File: src/shared/spd_pkg.sv
// package: constants and types for the stepper profile and drive control block
package spd_pkg;
    localparam int unsigned CLK_HZ         = 50000000;
    localparam int unsigned TICK_MS        = 1;
    localparam int unsigned TICK_CYCLES    = CLK_HZ / 1000 * TICK_MS;
    localparam int unsigned PROF_COUNT     = 5;
    localparam int unsigned PROF_ENTRIES   = 16;
    localparam int unsigned RATE_W         = 16;
    localparam int unsigned TIME_W         = 16;
    localparam int unsigned IDX_W          = 4;
    localparam int unsigned SEL_W          = 3;
    localparam int unsigned ENTRY_W        = TIME_W + RATE_W;
    localparam int unsigned TBL_ADDR_W     = 7;
    // register map, byte addresses
    localparam logic [11:0] ADDR_CTRL      = 12'h000;
    localparam logic [11:0] ADDR_RATE      = 12'h004;
    localparam logic [11:0] ADDR_SLEEP     = 12'h008;
    localparam logic [11:0] ADDR_RESET     = 12'h00c;
    localparam logic [11:0] ADDR_STATUS    = 12'h010;
    localparam logic [11:0] ADDR_CUR_RATE  = 12'h014;
    localparam logic [11:0] ADDR_TBL_ADDR  = 12'h018;
    localparam logic [11:0] ADDR_TBL_DATA  = 12'h01c;
    // control register fields
    localparam int unsigned CTRL_RES_LSB   = 0;
    localparam int unsigned CTRL_DEC_LSB   = 2;
    localparam int unsigned CTRL_PROF_LSB  = 4;
    localparam int unsigned CTRL_MODE_LSB  = 8;
    localparam int unsigned CTRL_DIR_BIT   = 12;
    // resolution codes
    localparam logic [1:0] RES_WHOLE       = 2'h0;
    localparam logic [1:0] RES_TWO         = 2'h1;
    localparam logic [1:0] RES_FOUR        = 2'h2;
    localparam logic [1:0] RES_SIXTEEN     = 2'h3;
    // decay codes
    localparam logic [1:0] DEC_SLOW        = 2'h0;
    localparam logic [1:0] DEC_FAST        = 2'h1;
    localparam logic [1:0] DEC_MIXED       = 2'h2;
    localparam logic [SEL_W-1:0] RAMP_NONE = 3'h0;
    localparam logic [3:0] MODE_STOPPED    = 4'h1;
    localparam logic [3:0] MODE_RUNNING    = 4'h2;
    // boolean thresholds, signed 16.16 fixed point: off 0.0, on 1.0
    localparam logic signed [31:0] BOOL_OFF_TH = 32'sh0000_0000;
    localparam logic signed [31:0] BOOL_ON_TH  = 32'sh0001_0000;
    typedef enum logic [1:0] {SPD_IDLE, SPD_ACCEL, SPD_RUN, SPD_DECEL} spd_state_type;
endpackage

File: src/core/spd_core.sv
// stepper profile and drive control: apb registers, ramp sequencer, driver chip controls
//
// Notes on behaviour
// - resolution 0 whole..3 sixteenth, default sixteenth
// - decay 0 slow, 1 fast, 2 mixed; default mixed
// - decay acts only on falling phase current
// - mixed: fast then slow within off-time
// - accel from standstill, decel on full stop
// - running rate changes apply at once
// - accel stops at lower commanded rate
// - five stored profiles of time/velocity entries
// - stop starts decel at matching profile point
// - overspeed stop drops to profile maximum first
// - profile 0 none, jump directly; 1-5 stored
// - sleep value one or more sleeps driver
// - after sleep, running transition or command change wakes
// - reset disables, stops, homes the microstep
// - after reset, running transition or change re-enables
// - sleep/reset booleans with 0.0/1.0 thresholds
//
// Local design decisions: register access over APB and the placing of the registers.
`timescale 1ns/1ps
`default_nettype none
module spd_core
    import spd_pkg::*;
#(
    parameter int unsigned TICK_DIV = TICK_CYCLES
) (
    input  wire logic              mclk,
    input  wire logic              resetn,
    input  wire logic              psel,
    input  wire logic              penable,
    input  wire logic              pwrite,
    input  wire logic [11:0]       paddr,
    input  wire logic [31:0]       pwdata,
    output var  logic [31:0]       prdata,
    output var  logic              pready,
    output var  logic              pslverr,
    output var  logic [1:0]        res_sel,
    output var  logic [1:0]        decay_select_level,
    output var  logic              drv_enable_n,
    output var  logic              drv_sleep_n,
    output var  logic              drv_reset_n,
    output var  logic              drv_dir,
    output var  logic [RATE_W-1:0] step_rate
);
    typedef struct packed {
        logic [1:0]          res;
        logic [1:0]          decay;
        logic [SEL_W-1:0]    prof;
        logic [3:0]          mode;
        logic                dir;
        logic [RATE_W-1:0]   cmd_rate;
        logic signed [31:0]  sleep_val;
        logic signed [31:0]  reset_val;
        logic                sleep_on;
        logic                reset_on;
        logic                blocked;
        logic [TBL_ADDR_W-1:0] tbl_addr;
        spd_state_type       state;
        logic [IDX_W-1:0]    idx;
        logic                seek;
        logic [TIME_W-1:0]   elapsed;
        logic [RATE_W-1:0]   rate;
        logic [31:0]         rdata;
    } spd_state_rec_type;
    spd_state_rec_type s_reg, s_next;

    logic tick;
    logic tbl_wr;
    logic [TIME_W-1:0] ent_time;
    logic [RATE_W-1:0] ent_rate;
    logic wr_acc;
    logic rd_acc;
    logic addr_ok;
    logic start_run;
    logic stop_run;
    logic cmd_change;

    // boolean from a received signed 16.16 value with hysteresis
    function automatic logic to_bool(input logic prev, input logic signed [31:0] v);
        logic r;
        r = prev;
        if (v >= BOOL_ON_TH) begin
            r = 1'b1;
        end else if (v <= BOOL_OFF_TH) begin
            r = 1'b0;
        end
        return r;
    endfunction

    function automatic logic addr_valid(input logic [11:0] a);
        return (a <= ADDR_TBL_DATA) && (a[1:0] == 2'h0);
    endfunction

    spd_tick #(
        .CYCLES (TICK_DIV)
    ) u_tick (
        .mclk    (mclk),
        .resetn  (resetn),
        .restart (start_run || stop_run),
        .tick    (tick)
    );

    spd_table u_table (
        .mclk    (mclk),
        .wr_en   (tbl_wr),
        .wr_addr (s_reg.tbl_addr),
        .wr_data (pwdata[ENTRY_W-1:0]),
        .rd_prof (s_reg.prof),
        .rd_idx  (s_reg.idx),
        .rd_time (ent_time),
        .rd_rate (ent_rate)
    );

    ////////////////////////////////////////////////////////////////////////////////
    // apb access: zero wait, slverr on unmapped or misaligned address
    assign pready  = 1'b1;
    assign addr_ok = addr_valid(paddr);
    assign pslverr = psel && penable && !addr_ok;
    assign wr_acc  = psel && penable && pwrite && addr_ok;
    assign rd_acc  = psel && !penable && !pwrite && addr_ok;
    assign tbl_wr  = wr_acc && (paddr == ADDR_TBL_DATA);
    assign prdata  = s_reg.rdata;

    // running transition from host mode codes
    assign start_run = wr_acc && paddr == ADDR_CTRL
                       && pwdata[CTRL_MODE_LSB+:4] == MODE_RUNNING && s_reg.mode != MODE_RUNNING;
    assign stop_run  = wr_acc && paddr == ADDR_CTRL
                       && pwdata[CTRL_MODE_LSB+:4] != MODE_RUNNING && s_reg.mode == MODE_RUNNING;
    assign cmd_change = wr_acc && ((paddr == ADDR_RATE && pwdata[RATE_W-1:0] != s_reg.cmd_rate)
                       || (paddr == ADDR_CTRL && (pwdata[CTRL_RES_LSB+:2] != s_reg.res
                       || pwdata[CTRL_DEC_LSB+:2] != s_reg.decay || pwdata[CTRL_PROF_LSB+:SEL_W] != s_reg.prof
                       || pwdata[CTRL_DIR_BIT] != s_reg.dir)));

    ////////////////////////////////////////////////////////////////////////////////
    always_comb begin
        s_next = s_reg;
        // register writes
        if (wr_acc) begin
            if (paddr == ADDR_CTRL) begin
                s_next.res   = pwdata[CTRL_RES_LSB+:2];
                s_next.decay = (pwdata[CTRL_DEC_LSB+:2] > DEC_MIXED) ? s_reg.decay : pwdata[CTRL_DEC_LSB+:2];
                s_next.prof  = (32'(pwdata[CTRL_PROF_LSB+:SEL_W]) > PROF_COUNT) ? s_reg.prof
                               : pwdata[CTRL_PROF_LSB+:SEL_W];
                s_next.mode  = pwdata[CTRL_MODE_LSB+:4];
                s_next.dir   = pwdata[CTRL_DIR_BIT];
            end else if (paddr == ADDR_RATE) begin
                s_next.cmd_rate = pwdata[RATE_W-1:0];
            end else if (paddr == ADDR_SLEEP) begin
                s_next.sleep_val = pwdata;
            end else if (paddr == ADDR_RESET) begin
                s_next.reset_val = pwdata;
            end else if (paddr == ADDR_TBL_ADDR) begin
                s_next.tbl_addr = pwdata[TBL_ADDR_W-1:0];
            end else if (paddr == ADDR_TBL_DATA) begin
                s_next.tbl_addr = s_reg.tbl_addr + TBL_ADDR_W'(1);
            end
        end
        s_next.sleep_on = to_bool(s_reg.sleep_on, s_reg.sleep_val);
        s_next.reset_on = to_bool(s_reg.reset_on, s_reg.reset_val);
        // a sleep or reset blocks the drive until a fresh start or command change
        if (s_reg.sleep_on || s_reg.reset_on) begin
            s_next.blocked = 1'b1;
        end else if (start_run || cmd_change) begin
            s_next.blocked = 1'b0;
        end

        // ramp sequencer
        case (s_reg.state)
            SPD_IDLE: begin
                s_next.rate = '0;
                if (s_reg.mode == MODE_RUNNING && !s_reg.blocked && !s_reg.reset_on) begin
                    s_next.elapsed = '0;
                    s_next.idx = '0;
                    if (s_reg.prof == RAMP_NONE) begin
                        s_next.rate  = s_reg.cmd_rate;
                        s_next.state = SPD_RUN;
                    end else begin
                        s_next.state = SPD_ACCEL;
                    end
                end
            end
            SPD_ACCEL: begin
                if (tick) begin
                    s_next.elapsed = s_reg.elapsed + TIME_W'(1);
                end
                if (s_reg.elapsed >= ent_time) begin
                    if (ent_rate >= s_reg.cmd_rate || 32'(s_reg.idx) == PROF_ENTRIES - 1) begin
                        s_next.rate  = s_reg.cmd_rate;
                        s_next.state = SPD_RUN;
                    end else begin
                        s_next.rate = ent_rate;
                        s_next.idx  = s_reg.idx + IDX_W'(1);
                    end
                end
            end
            SPD_RUN: begin
                s_next.rate = s_reg.cmd_rate;
            end
            SPD_DECEL: begin
                // seek costs one cycle per entry, cheaper than comparing the whole table at once
                if (s_reg.seek) begin
                    if (ent_rate >= s_reg.rate || 32'(s_reg.idx) == PROF_ENTRIES - 1) begin
                        s_next.seek    = 1'b0;
                        s_next.elapsed = ent_time;
                        s_next.idx     = (s_reg.idx == '0) ? s_reg.idx : s_reg.idx - IDX_W'(1);
                        if (ent_rate < s_reg.rate) begin
                            s_next.rate = ent_rate;
                        end
                    end else begin
                        s_next.idx = s_reg.idx + IDX_W'(1);
                    end
                end else begin
                    if (tick && s_reg.elapsed != '0) begin
                        s_next.elapsed = s_reg.elapsed - TIME_W'(1);
                    end
                    if (s_reg.elapsed <= ent_time) begin
                        if (s_reg.idx == '0) begin
                            s_next.rate  = '0;
                            s_next.state = SPD_IDLE;
                        end else begin
                            s_next.rate = ent_rate;
                            s_next.idx  = s_reg.idx - IDX_W'(1);
                        end
                    end
                end
            end
            default: begin
                s_next.state = SPD_IDLE;
            end
        endcase

        // stop: find the matching point, count mirrored time from there
        if (s_reg.state != SPD_IDLE && s_reg.mode != MODE_RUNNING) begin
            if (s_reg.prof == RAMP_NONE || s_reg.state == SPD_DECEL) begin
                if (s_reg.prof == RAMP_NONE) begin
                    s_next.rate  = '0;
                    s_next.state = SPD_IDLE;
                end
            end else begin
                s_next.state = SPD_DECEL;
                s_next.idx = '0;
                s_next.seek = 1'b1;
            end
        end
        // sleep or reset stops the motor at once and restarts the sequencer from idle
        if (s_reg.sleep_on || s_reg.reset_on) begin
            s_next.state = SPD_IDLE;
            s_next.rate  = '0;
        end

        // read data captured in the setup phase
        if (rd_acc) begin
            if (paddr == ADDR_CTRL) begin
                s_next.rdata = 32'({s_reg.dir, s_reg.mode, 1'b0, s_reg.prof, s_reg.decay, s_reg.res});
            end else if (paddr == ADDR_RATE) begin
                s_next.rdata = 32'(s_reg.cmd_rate);
            end else if (paddr == ADDR_SLEEP) begin
                s_next.rdata = s_reg.sleep_val;
            end else if (paddr == ADDR_RESET) begin
                s_next.rdata = s_reg.reset_val;
            end else if (paddr == ADDR_STATUS) begin
                s_next.rdata = 32'({s_reg.blocked, s_reg.reset_on, s_reg.sleep_on, s_reg.state});
            end else if (paddr == ADDR_CUR_RATE) begin
                s_next.rdata = 32'(s_reg.rate);
            end else if (paddr == ADDR_TBL_ADDR) begin
                s_next.rdata = 32'(s_reg.tbl_addr);
            end else begin
                s_next.rdata = 32'h0;
            end
        end
    end

    // decel counts the matching entry's time down one ms per tick, stepping entries downward;
    // the overspeed hold comes from the top entries sharing the maximum velocity
    always_ff @(posedge mclk or negedge resetn) begin
        if (!resetn) begin
            s_reg       <= '0;
            s_reg.res   <= RES_SIXTEEN;
            s_reg.decay <= DEC_MIXED;
            s_reg.prof  <= RAMP_NONE;
            s_reg.mode  <= MODE_STOPPED;
            s_reg.dir   <= 1'b1;
            s_reg.state <= SPD_IDLE;
        end else begin
            s_reg <= s_next;
        end
    end

    ////////////////////////////////////////////////////////////////////////////////
    // driver chip controls; the chip applies decay only on falling current steps
    // and splits mixed decay into fast then slow by its own off-time network
    assign res_sel            = s_reg.res;
    assign decay_select_level = s_reg.decay;
    assign drv_sleep_n        = !s_reg.sleep_on;
    assign drv_reset_n        = !s_reg.reset_on;
    assign drv_enable_n       = s_reg.blocked || s_reg.sleep_on || s_reg.reset_on;
    assign drv_dir            = s_reg.dir;
    assign step_rate          = s_reg.rate;

    ////////////////////////////////////////////////////////////////////////////////
    chk_reset_default: assert property (@(posedge mclk) $rose(resetn) |-> res_sel == RES_SIXTEEN
        && decay_select_level == DEC_MIXED) else $error("reset defaults wrong");
    chk_sleep_disable: assert property (@(posedge mclk) disable iff (!resetn)
        s_reg.sleep_on |-> !drv_sleep_n ##1 (drv_enable_n && step_rate == '0)) else $error("sleep not disabling");
    chk_sleep_hold: assert property (@(posedge mclk) disable iff (!resetn)
        $fell(s_reg.sleep_on) |-> drv_enable_n) else $error("woke without trigger");
    chk_reset_stop: assert property (@(posedge mclk) disable iff (!resetn)
        s_reg.reset_on |=> step_rate == '0) else $error("rate not zero in reset");
    chk_reset_release: assert property (@(posedge mclk) disable iff (!resetn)
        s_reg.blocked && !s_reg.sleep_on && !s_reg.reset_on && start_run |=> !drv_enable_n)
        else $error("start did not re-enable");
    chk_bool_thresh: assert property (@(posedge mclk) disable iff (!resetn)
        s_reg.sleep_val >= BOOL_ON_TH |=> s_reg.sleep_on) else $error("sleep threshold");
    chk_no_ramp: assert property (@(posedge mclk) disable iff (!resetn)
        s_reg.state == SPD_RUN && s_reg.mode == MODE_RUNNING && !s_reg.sleep_on && !s_reg.reset_on
        |=> step_rate == $past(s_reg.cmd_rate)) else $error("run rate not immediate");
    chk_direct_jump: assert property (@(posedge mclk) disable iff (!resetn)
        s_reg.state == SPD_IDLE && s_reg.prof == RAMP_NONE && s_reg.mode == MODE_RUNNING
        && !s_reg.blocked && !s_reg.reset_on && !s_reg.sleep_on |=> step_rate == $past(s_reg.cmd_rate))
        else $error("no-profile start not direct");
    chk_accel_cap: assert property (@(posedge mclk) disable iff (!resetn)
        s_reg.state == SPD_ACCEL |-> step_rate <= s_reg.cmd_rate || $changed(s_reg.cmd_rate))
        else $error("accel overshoot");
    cov_accel: cover property (@(posedge mclk) s_reg.state == SPD_ACCEL ##1 s_reg.state == SPD_RUN);
    cov_decel: cover property (@(posedge mclk) s_reg.state == SPD_DECEL ##1 s_reg.state == SPD_IDLE);
    cov_sleep: cover property (@(posedge mclk) $fell(s_reg.sleep_on));
endmodule
`default_nettype wire

File: src/core/spd_table.sv
// profile table memory: five profiles of time and velocity entries
`timescale 1ns/1ps
`default_nettype none
module spd_table
    import spd_pkg::*;
#(
    parameter int unsigned NPROF = PROF_COUNT,
    parameter int unsigned NENT  = PROF_ENTRIES
) (
    input  wire logic                  mclk,
    input  wire logic                  wr_en,
    input  wire logic [TBL_ADDR_W-1:0] wr_addr,
    input  wire logic [ENTRY_W-1:0]    wr_data,
    input  wire logic [SEL_W-1:0]      rd_prof,
    input  wire logic [IDX_W-1:0]      rd_idx,
    output var  logic [TIME_W-1:0]     rd_time,
    output var  logic [RATE_W-1:0]     rd_rate
);
    // flat array, profile p entry i at p*NENT+i; profile 1 sits at p=0
    logic [ENTRY_W-1:0] mem [NPROF*NENT];
    logic [TBL_ADDR_W-1:0] ra;

    always_ff @(posedge mclk) begin
        if (wr_en && (wr_addr < TBL_ADDR_W'(NPROF*NENT))) begin
            mem[wr_addr] <= wr_data;
        end
    end

    // unselected profile reads as zero; async read keeps the sequencer one cycle shorter
    always_comb begin
        ra = TBL_ADDR_W'((32'(rd_prof) - 32'h1) * NENT + 32'(rd_idx));
        if (rd_prof == RAMP_NONE || 32'(rd_prof) > NPROF) begin
            rd_time = '0;
            rd_rate = '0;
        end else begin
            rd_time = mem[ra][ENTRY_W-1:RATE_W];
            rd_rate = mem[ra][RATE_W-1:0];
        end
    end
endmodule
`default_nettype wire

File: src/core/spd_tick.sv
// millisecond enable pulse divider
`timescale 1ns/1ps
`default_nettype none
module spd_tick
    import spd_pkg::*;
#(
    parameter int unsigned CYCLES = TICK_CYCLES
) (
    input  wire logic mclk,
    input  wire logic resetn,
    input  wire logic restart,
    output var  logic tick
);
    typedef struct packed {
        logic [31:0] count;
        logic        tick;
    } spd_tick_state_type;
    spd_tick_state_type s_reg, s_next;

    always_comb begin
        s_next = s_reg;
        s_next.tick = 1'b0;
        if (restart) begin
            s_next.count = 32'h0;
        end else if (s_reg.count == CYCLES - 1) begin
            s_next.count = 32'h0;
            s_next.tick = 1'b1;
        end else begin
            s_next.count = s_reg.count + 32'h1;
        end
    end

    always_ff @(posedge mclk or negedge resetn) begin
        if (!resetn) begin
            s_reg <= '0;
        end else begin
            s_reg <= s_next;
        end
    end
    assign tick = s_reg.tick;
endmodule
`default_nettype wire

File: config.mk
export PLATFORM = sky130hd
export DESIGN_NAME = spd_core
export DESIGN_NICKNAME = d
export VERILOG_FILES = /design/src/shared/spd_pkg.sv /design/src/core/spd_core.sv /design/src/core/spd_table.sv /design/src/core/spd_tick.sv
export SDC_FILE = /design/constraint.sdc
export NUM_CORES = 2
export LEC_CHECK = 0
export BUFFER_PORTS_ARGS = -buffer_cell sky130_fd_sc_hd__buf_2
export CAP_MARGIN = 20
export CORE_ASPECT_RATIO = 0.5
export CORE_MARGIN = 10
export CORE_UTILIZATION = 45
export CTS_CLUSTER_SIZE = 20
export DETAILED_ROUTE_END_ITERATION = 6
export PLACE_DENSITY = 0.64
export SLEW_MARGIN = 0
export SYNTH_ARGS = -nofsm -noshare
export SYNTH_HDL_FRONTEND = slang
export SYNTH_SLANG_ARGS = --single-unit
File: constraint.sdc
create_clock -name mclk -period 13.15 [get_ports mclk]
set_clock_uncertainty 0.1 [all_clocks]
set_input_delay 0 -clock mclk [delete_from_list [all_inputs] [get_ports mclk]]
set_output_delay 0 -clock mclk [all_outputs]
set_load 0.05 [all_outputs]
# After elaboration in Yosys (flattened, before gate mapping)
# Memory sizes are Yosys's and may differ from the RTL's.
# Cells that the tools add are included.
totals:
  reg_bits: 206
  ram_bits: 2560
  out_inout_bits: 58
  elab_cells: 194
  mem_count: 1
memory_table:
  columns: ["memory", "depth", "width", "read_ports", "rd_ports_with_merged_regs", "wr", "line_no", "rtl"]
  rows:
  - ["u_table.mem", 80, 32, 1, 0, 1, "spd_table.sv:20", "logic [ENTRY_W-1:0] mem [NPROF*NENT];"]
op_classes:
  add_sub_neg: 8
  magnitude_cmp: 14
  eq_ne: 25
  mux: 59
  n_bitwise: 6
  reduce_logical: 61
ops:
  columns: ["cell", "count"]
  rows:
  - ["2-to-1 mux 16 bit", 16]
  - ["2-to-1 mux 32 bit", 8]
  - ["greater-or-equal comparator 32 x 18 -> 1 bit (second input constant)", 2]
  - ["<= comparator 32 x 1 -> 1 bit (second input constant)", 2]
  - ["case mux 16 bit (4 select lines)", 1]
  - ["equality test 12 x 5 -> 1 bit (second input constant)", 4]
  - ["greater-or-equal comparator 16 bit", 3]
  - ["case mux 16 bit (3 select lines)", 1]
  - ["2-to-1 mux 33 bit", 1]
  - ["adder 32 x 1 -> 32 bit (second input constant)", 1]
  - ["equality test 32 x 16 -> 1 bit (second input constant)", 1]
  - ["2-to-1 mux 7 bit", 4]
  - ["equality test 12 x 4 -> 1 bit (second input constant)", 2]
  - ["logical AND 1 bit", 22]
  - ["2-to-1 mux 6 bit", 3]
  - ["case mux 6 bit (3 select lines)", 1]
  - ["adder 16 x 1 -> 16 bit (second input constant)", 1]
  - ["<= comparator 16 bit", 1]
  - ["< comparator 16 bit", 1]
  - ["2-to-1 mux 4 bit", 4]
  - ["inequality test 16 bit", 1]
  - ["nonzero test 16 bit", 1]
  - ["subtractor 16 x 1 -> 16 bit (second input constant)", 1]
  - ["2-to-1 mux 2 bit", 7]
  - ["37 further kinds", 84]

# Depth between registers and ports, before layout
# An unclocked memory read counts as a cell.
depth:
  word_depth: 13
  ltp_mapped: 25

# Cells and area by module
# A second synthesis with hierarchy kept.
hier_totals:
  cells_unflattened: 5752
  hier_area_um2: 111156.6
modules_own_cells:
  columns: ["module", "instances", "cells_per_inst", "area_each_um2", "seq_area_each_um2"]
  rows:
  - ["spd_table", 1, 4328, 98064.1, 76873.7]
  - ["spd_core", 1, 1240, 11359.6, 4335.4]
  - ["spd_tick", 1, 184, 1732.9, 825.8]

# Least setup slack after synthesis
# Ideal clock, no wire load.
synth_timing:
  path_type: "reg-to-reg"
  start: "register s_reg[166] (netlist bit)"
  end: "register s_reg, in the netlist step_rate[14]"
  setup_time_ns: 0.125
  arrival_time_ns: 5.872
  t_required_ns: 12.925
  setup_slack_ns: 7.053
  path_stages_with_launch: 21
  cell_sequence: "dfrtp_1 > clkbuf_1 > clkinv_1 > buf_1 > ha_1 > clkbuf_1 > clkinv_1 > buf_1 > clkbuf_1 > mux4_2 > mux2_2 > nand2_1 > ha_1 > nand4_1 > or2_2 > a32oi_1 > a311oi_1 > a311oi_1 > a21oi_1 > and3b_1 > a2111oi_0"
synth_lines:
  columns: ["item", "line_no", "rtl"]
  rows:
  - ["start, declared", "spd_core.sv:67", "spd_state_rec_type s_reg, s_next;"]
  - ["start signal, assigned", "spd_core.sv:287", "s_reg <= s_next;"]

==> out/metrics.cfg <==
[route]
drt-initial-drc-count=9548
dr_total_vias=59600
firstDrtPassIters=7
wl_um=332000
avgViaCountPerCell=6.44
antenna_left=0
wl_per_cell_um=35.9
drc_errors=6

[floorplanning]
start_util_pct=45.1
die_area_um2=269000
die-height_um=372
die_w_um=724
core-area_um2=247000
row_count=129
io_pins=107

[min_path]
whs_endpoint=u_table.mem[3][24]$_DFFE_PP_
min_from=pwdata[24]
hold_path.class=in -> reg
whs_path_depth=2

[clock_tree]
clockBufferDepth=4
h-tree-depth=4
clkLatencyLatePin_ns=0.92
clock-sinks=2766
cts_tree=done
clk_pin_slew_worst_paths_ns=0.07
cts_resized=0
cts_made_buffers=241
cts-root-buf=clkbuf_16

[sta]
min_period_ns=8.43
hold_violations=0
setup_tns_ns=0
worst_slew_pin_slew_ns=1.26
grt_setup_unrepaired=false
setup_violations=0
maxSlewHeadroom_pct=15.2
max_freq_mhz=119
slew_violations=0
final.period_utilization_pct=64.1

[finish]
multi_input_area_um2=27800
nets=5878
drive_gt1_share_pct=27.2
final_cells=9253
ff_latch_area_um2=82100
nFillCells=19300
largest_register_ffs=2560
area_growth_pct=12.1

[pwr]
seqPwrFrac_pct=56.8
power_density_nw_per_um2=136
ir_worst_vdd_mv=0.119
p_sw_share_pct=20.0
cellLeakagePower_nw=38.9
intPower_mw=13.5
clkPwrFrac_pct=41.9
combPwrFrac_pct=1.4
power.switching_mw=3.39

[logic_synthesis]
synth_warnings=0
syn_nets=5628
synth_cell_types=89
synthCells=5522
yosys.area.top_type=edfxtp_1
syn-cell-area_um2=111000
synth.area.top_cells=edfxtp_1, mux4_2, dfrtp_1
synth_top_area_share_pct=69.0
synth_most_common_cell=edfxtp_1
yosysSeqAreaShare_pct=73.7
ys_async_sr_fraction_pct=7.45
syn_avg_cell_area_um2=20.2
synth_common_cells=edfxtp_1, mux4_2, nand2_1
ys.flop_type=edfxtp_1
ys_ff_latch=2766
synth_edf_count=2560

[worst_setup_path]
cp_max_fo=49
r2r-end=step_rate[15]$_DFF_PN0_
cp-end-kind=flip-flop
timing.rr.start=s_reg[66]$_DFF_PN0_
worst-setup-path-type=reg -> reg
required_ns=13.77
crit_arrival_ns=9.05
reg2reg_depth=17
r2r_slack_ns=4.72
startpoint_type=flip-flop

[grt]
antenna_found_initial=38
grt_use_total_pct=24.3
grt_max_degree=138
grt_overflow=0
grt_pass1_vias=58600
grt_first_pass_wirelength_um=463000

[placement]
place_congestion=0.967
hpwl_um=193000
numPortBuffers=105
dp.cells=8733

[flow_run]
maxCapViolCount=0

[run_status]
outcome=finished with violations
failed_checks=design-rule violations

## cells by family (layout without fill, tap and decap cells)
logic type,Yosys count,after routing,synth area share (%)
buffers and inverters,416,860,2.01
DFF,2766,2766,73.7
other,1,13,0.00337
xor gates and xnor gates,56,56,0.440
and+or+nand+nor,732,732,3.10
adders and majority gates,58,58,0.649
AOI/OAI and AO/OA,568,568,3.38
muxes,925,925,16.8
## cell type report
class | count | share of cell area, %
flip-flops and latches | 2766 | 65.7
multi-input cells | 2340 | 22.3
clock buffers | 286 | 5.05
well taps | 3275 | 3.28
repair buffers | 364 | 2.34
clock inverters | 151 | 1.12
inverters | 59 | 0.177
diodes | 12 | 0.0241
## worst max-delay path, cell delays in order (launching register included)
cell       delay (ns)
dfrtp_4          0.92
buf_4            0.74
buf_4            0.72
mux4_2           0.42
mux4_2           0.71
mux4_2           0.64
mux2_2           0.30
nand2_1          0.08
ha_1             0.24
and3_1           0.16
o21ai_0          0.74
a21oi_1          0.19
a21o_1           0.21
buf_4            0.20
o21ai_1          0.84
o22ai_1          0.20
and3b_1          0.23
a2111oi_0        0.39
## worst max-delay path by stage
stage	from	to	slack, ns	cells past startpoint
after floorplan	s_reg[166]$_DFFE_PN0P_	step_rate[14]$_DFF_PN0_	7.05	20
after global placement	s_reg[66]$_DFF_PN0_	step_rate[15]$_DFF_PN0_	5.06	17
after detailed placement	s_reg[66]$_DFF_PN0_	step_rate[15]$_DFF_PN0_	4.89	17
after CTS	s_reg[66]$_DFF_PN0_	step_rate[15]$_DFF_PN0_	4.84	17
after global routing	s_reg[66]$_DFF_PN0_	step_rate[15]$_DFF_PN0_	4.38	17
final	s_reg[66]$_DFF_PN0_	step_rate[15]$_DFF_PN0_	4.72	17
## layout by cell type (no fill, tap or decap), types with 21 or more instances in the layout
master and instances:
a221oi_1 21, buf_4 199, o21ai_0 108, mux2_2 113
ha_1 56, nor4_1 38, bufinv_16 25, clkbuf_1 38
edfxtp_1 2560, nor2_4 80, xnor2_1 28, inv_1 54
dfrtp_1 196, nand4_1 39, nand2_1 222, a22oi_1 54
nor3_1 41, nor2b_1 22, a31oi_1 32, nand3_1 47
mux4_2 742, mux2i_1 70, o22ai_1 35, buf_2 86
a21oi_1 127, clkbuf_16 244, nor2_1 137, dlygate4sd3_1 61
clkinv_2 50, xor2_1 28, clkinv_1 60
## metrics by stage
stage	hold WS [ns]	instance area, um^2	util (%)	power, mW	setup slack [ns]
floorplan	-0.396	111000	-	9.81	7.05
global placement	0.0159	116000	47.1	9.99	5.06
detailed placement	0.0378	116000	47.1	10.0	4.89
CTS	0.0272	125000	50.5	17.0	4.84
global route	0.0251	125000	50.6	17.4	4.38
finish	0.0462	125000	50.6	16.9	4.72
## per-layer routing
metal  global-route usage (%)  routed length, um  vias to the layer above
met3                     6.53              40600                      592
met2                     36.3             148000                     3693
li1                         -                  -                    23400
met5                        0                159                        -
met1                     35.2             132000                    31900
met4                     7.37              11100                       24
## power by group through the flow
stage / logic [mW] / clock network (mW) / registers (mW)
finish: 0.236 / 7.08 / 9.60
global route: 0.250 / 7.53 / 9.60
CTS: 0.228 / 7.17 / 9.61
detailed placement: 0.214 / 0 / 9.80
global placement: 0.199 / 0 / 9.80
floorplan: 0.0148 / 0 / 9.80
## timing repair
action | in CTS | in global routing
hold buffers | 59 | 3
hold endpoints to repair | 2389 | 47
buffers inserted | 0 | 0
Power figures use the tool's default switching activity.
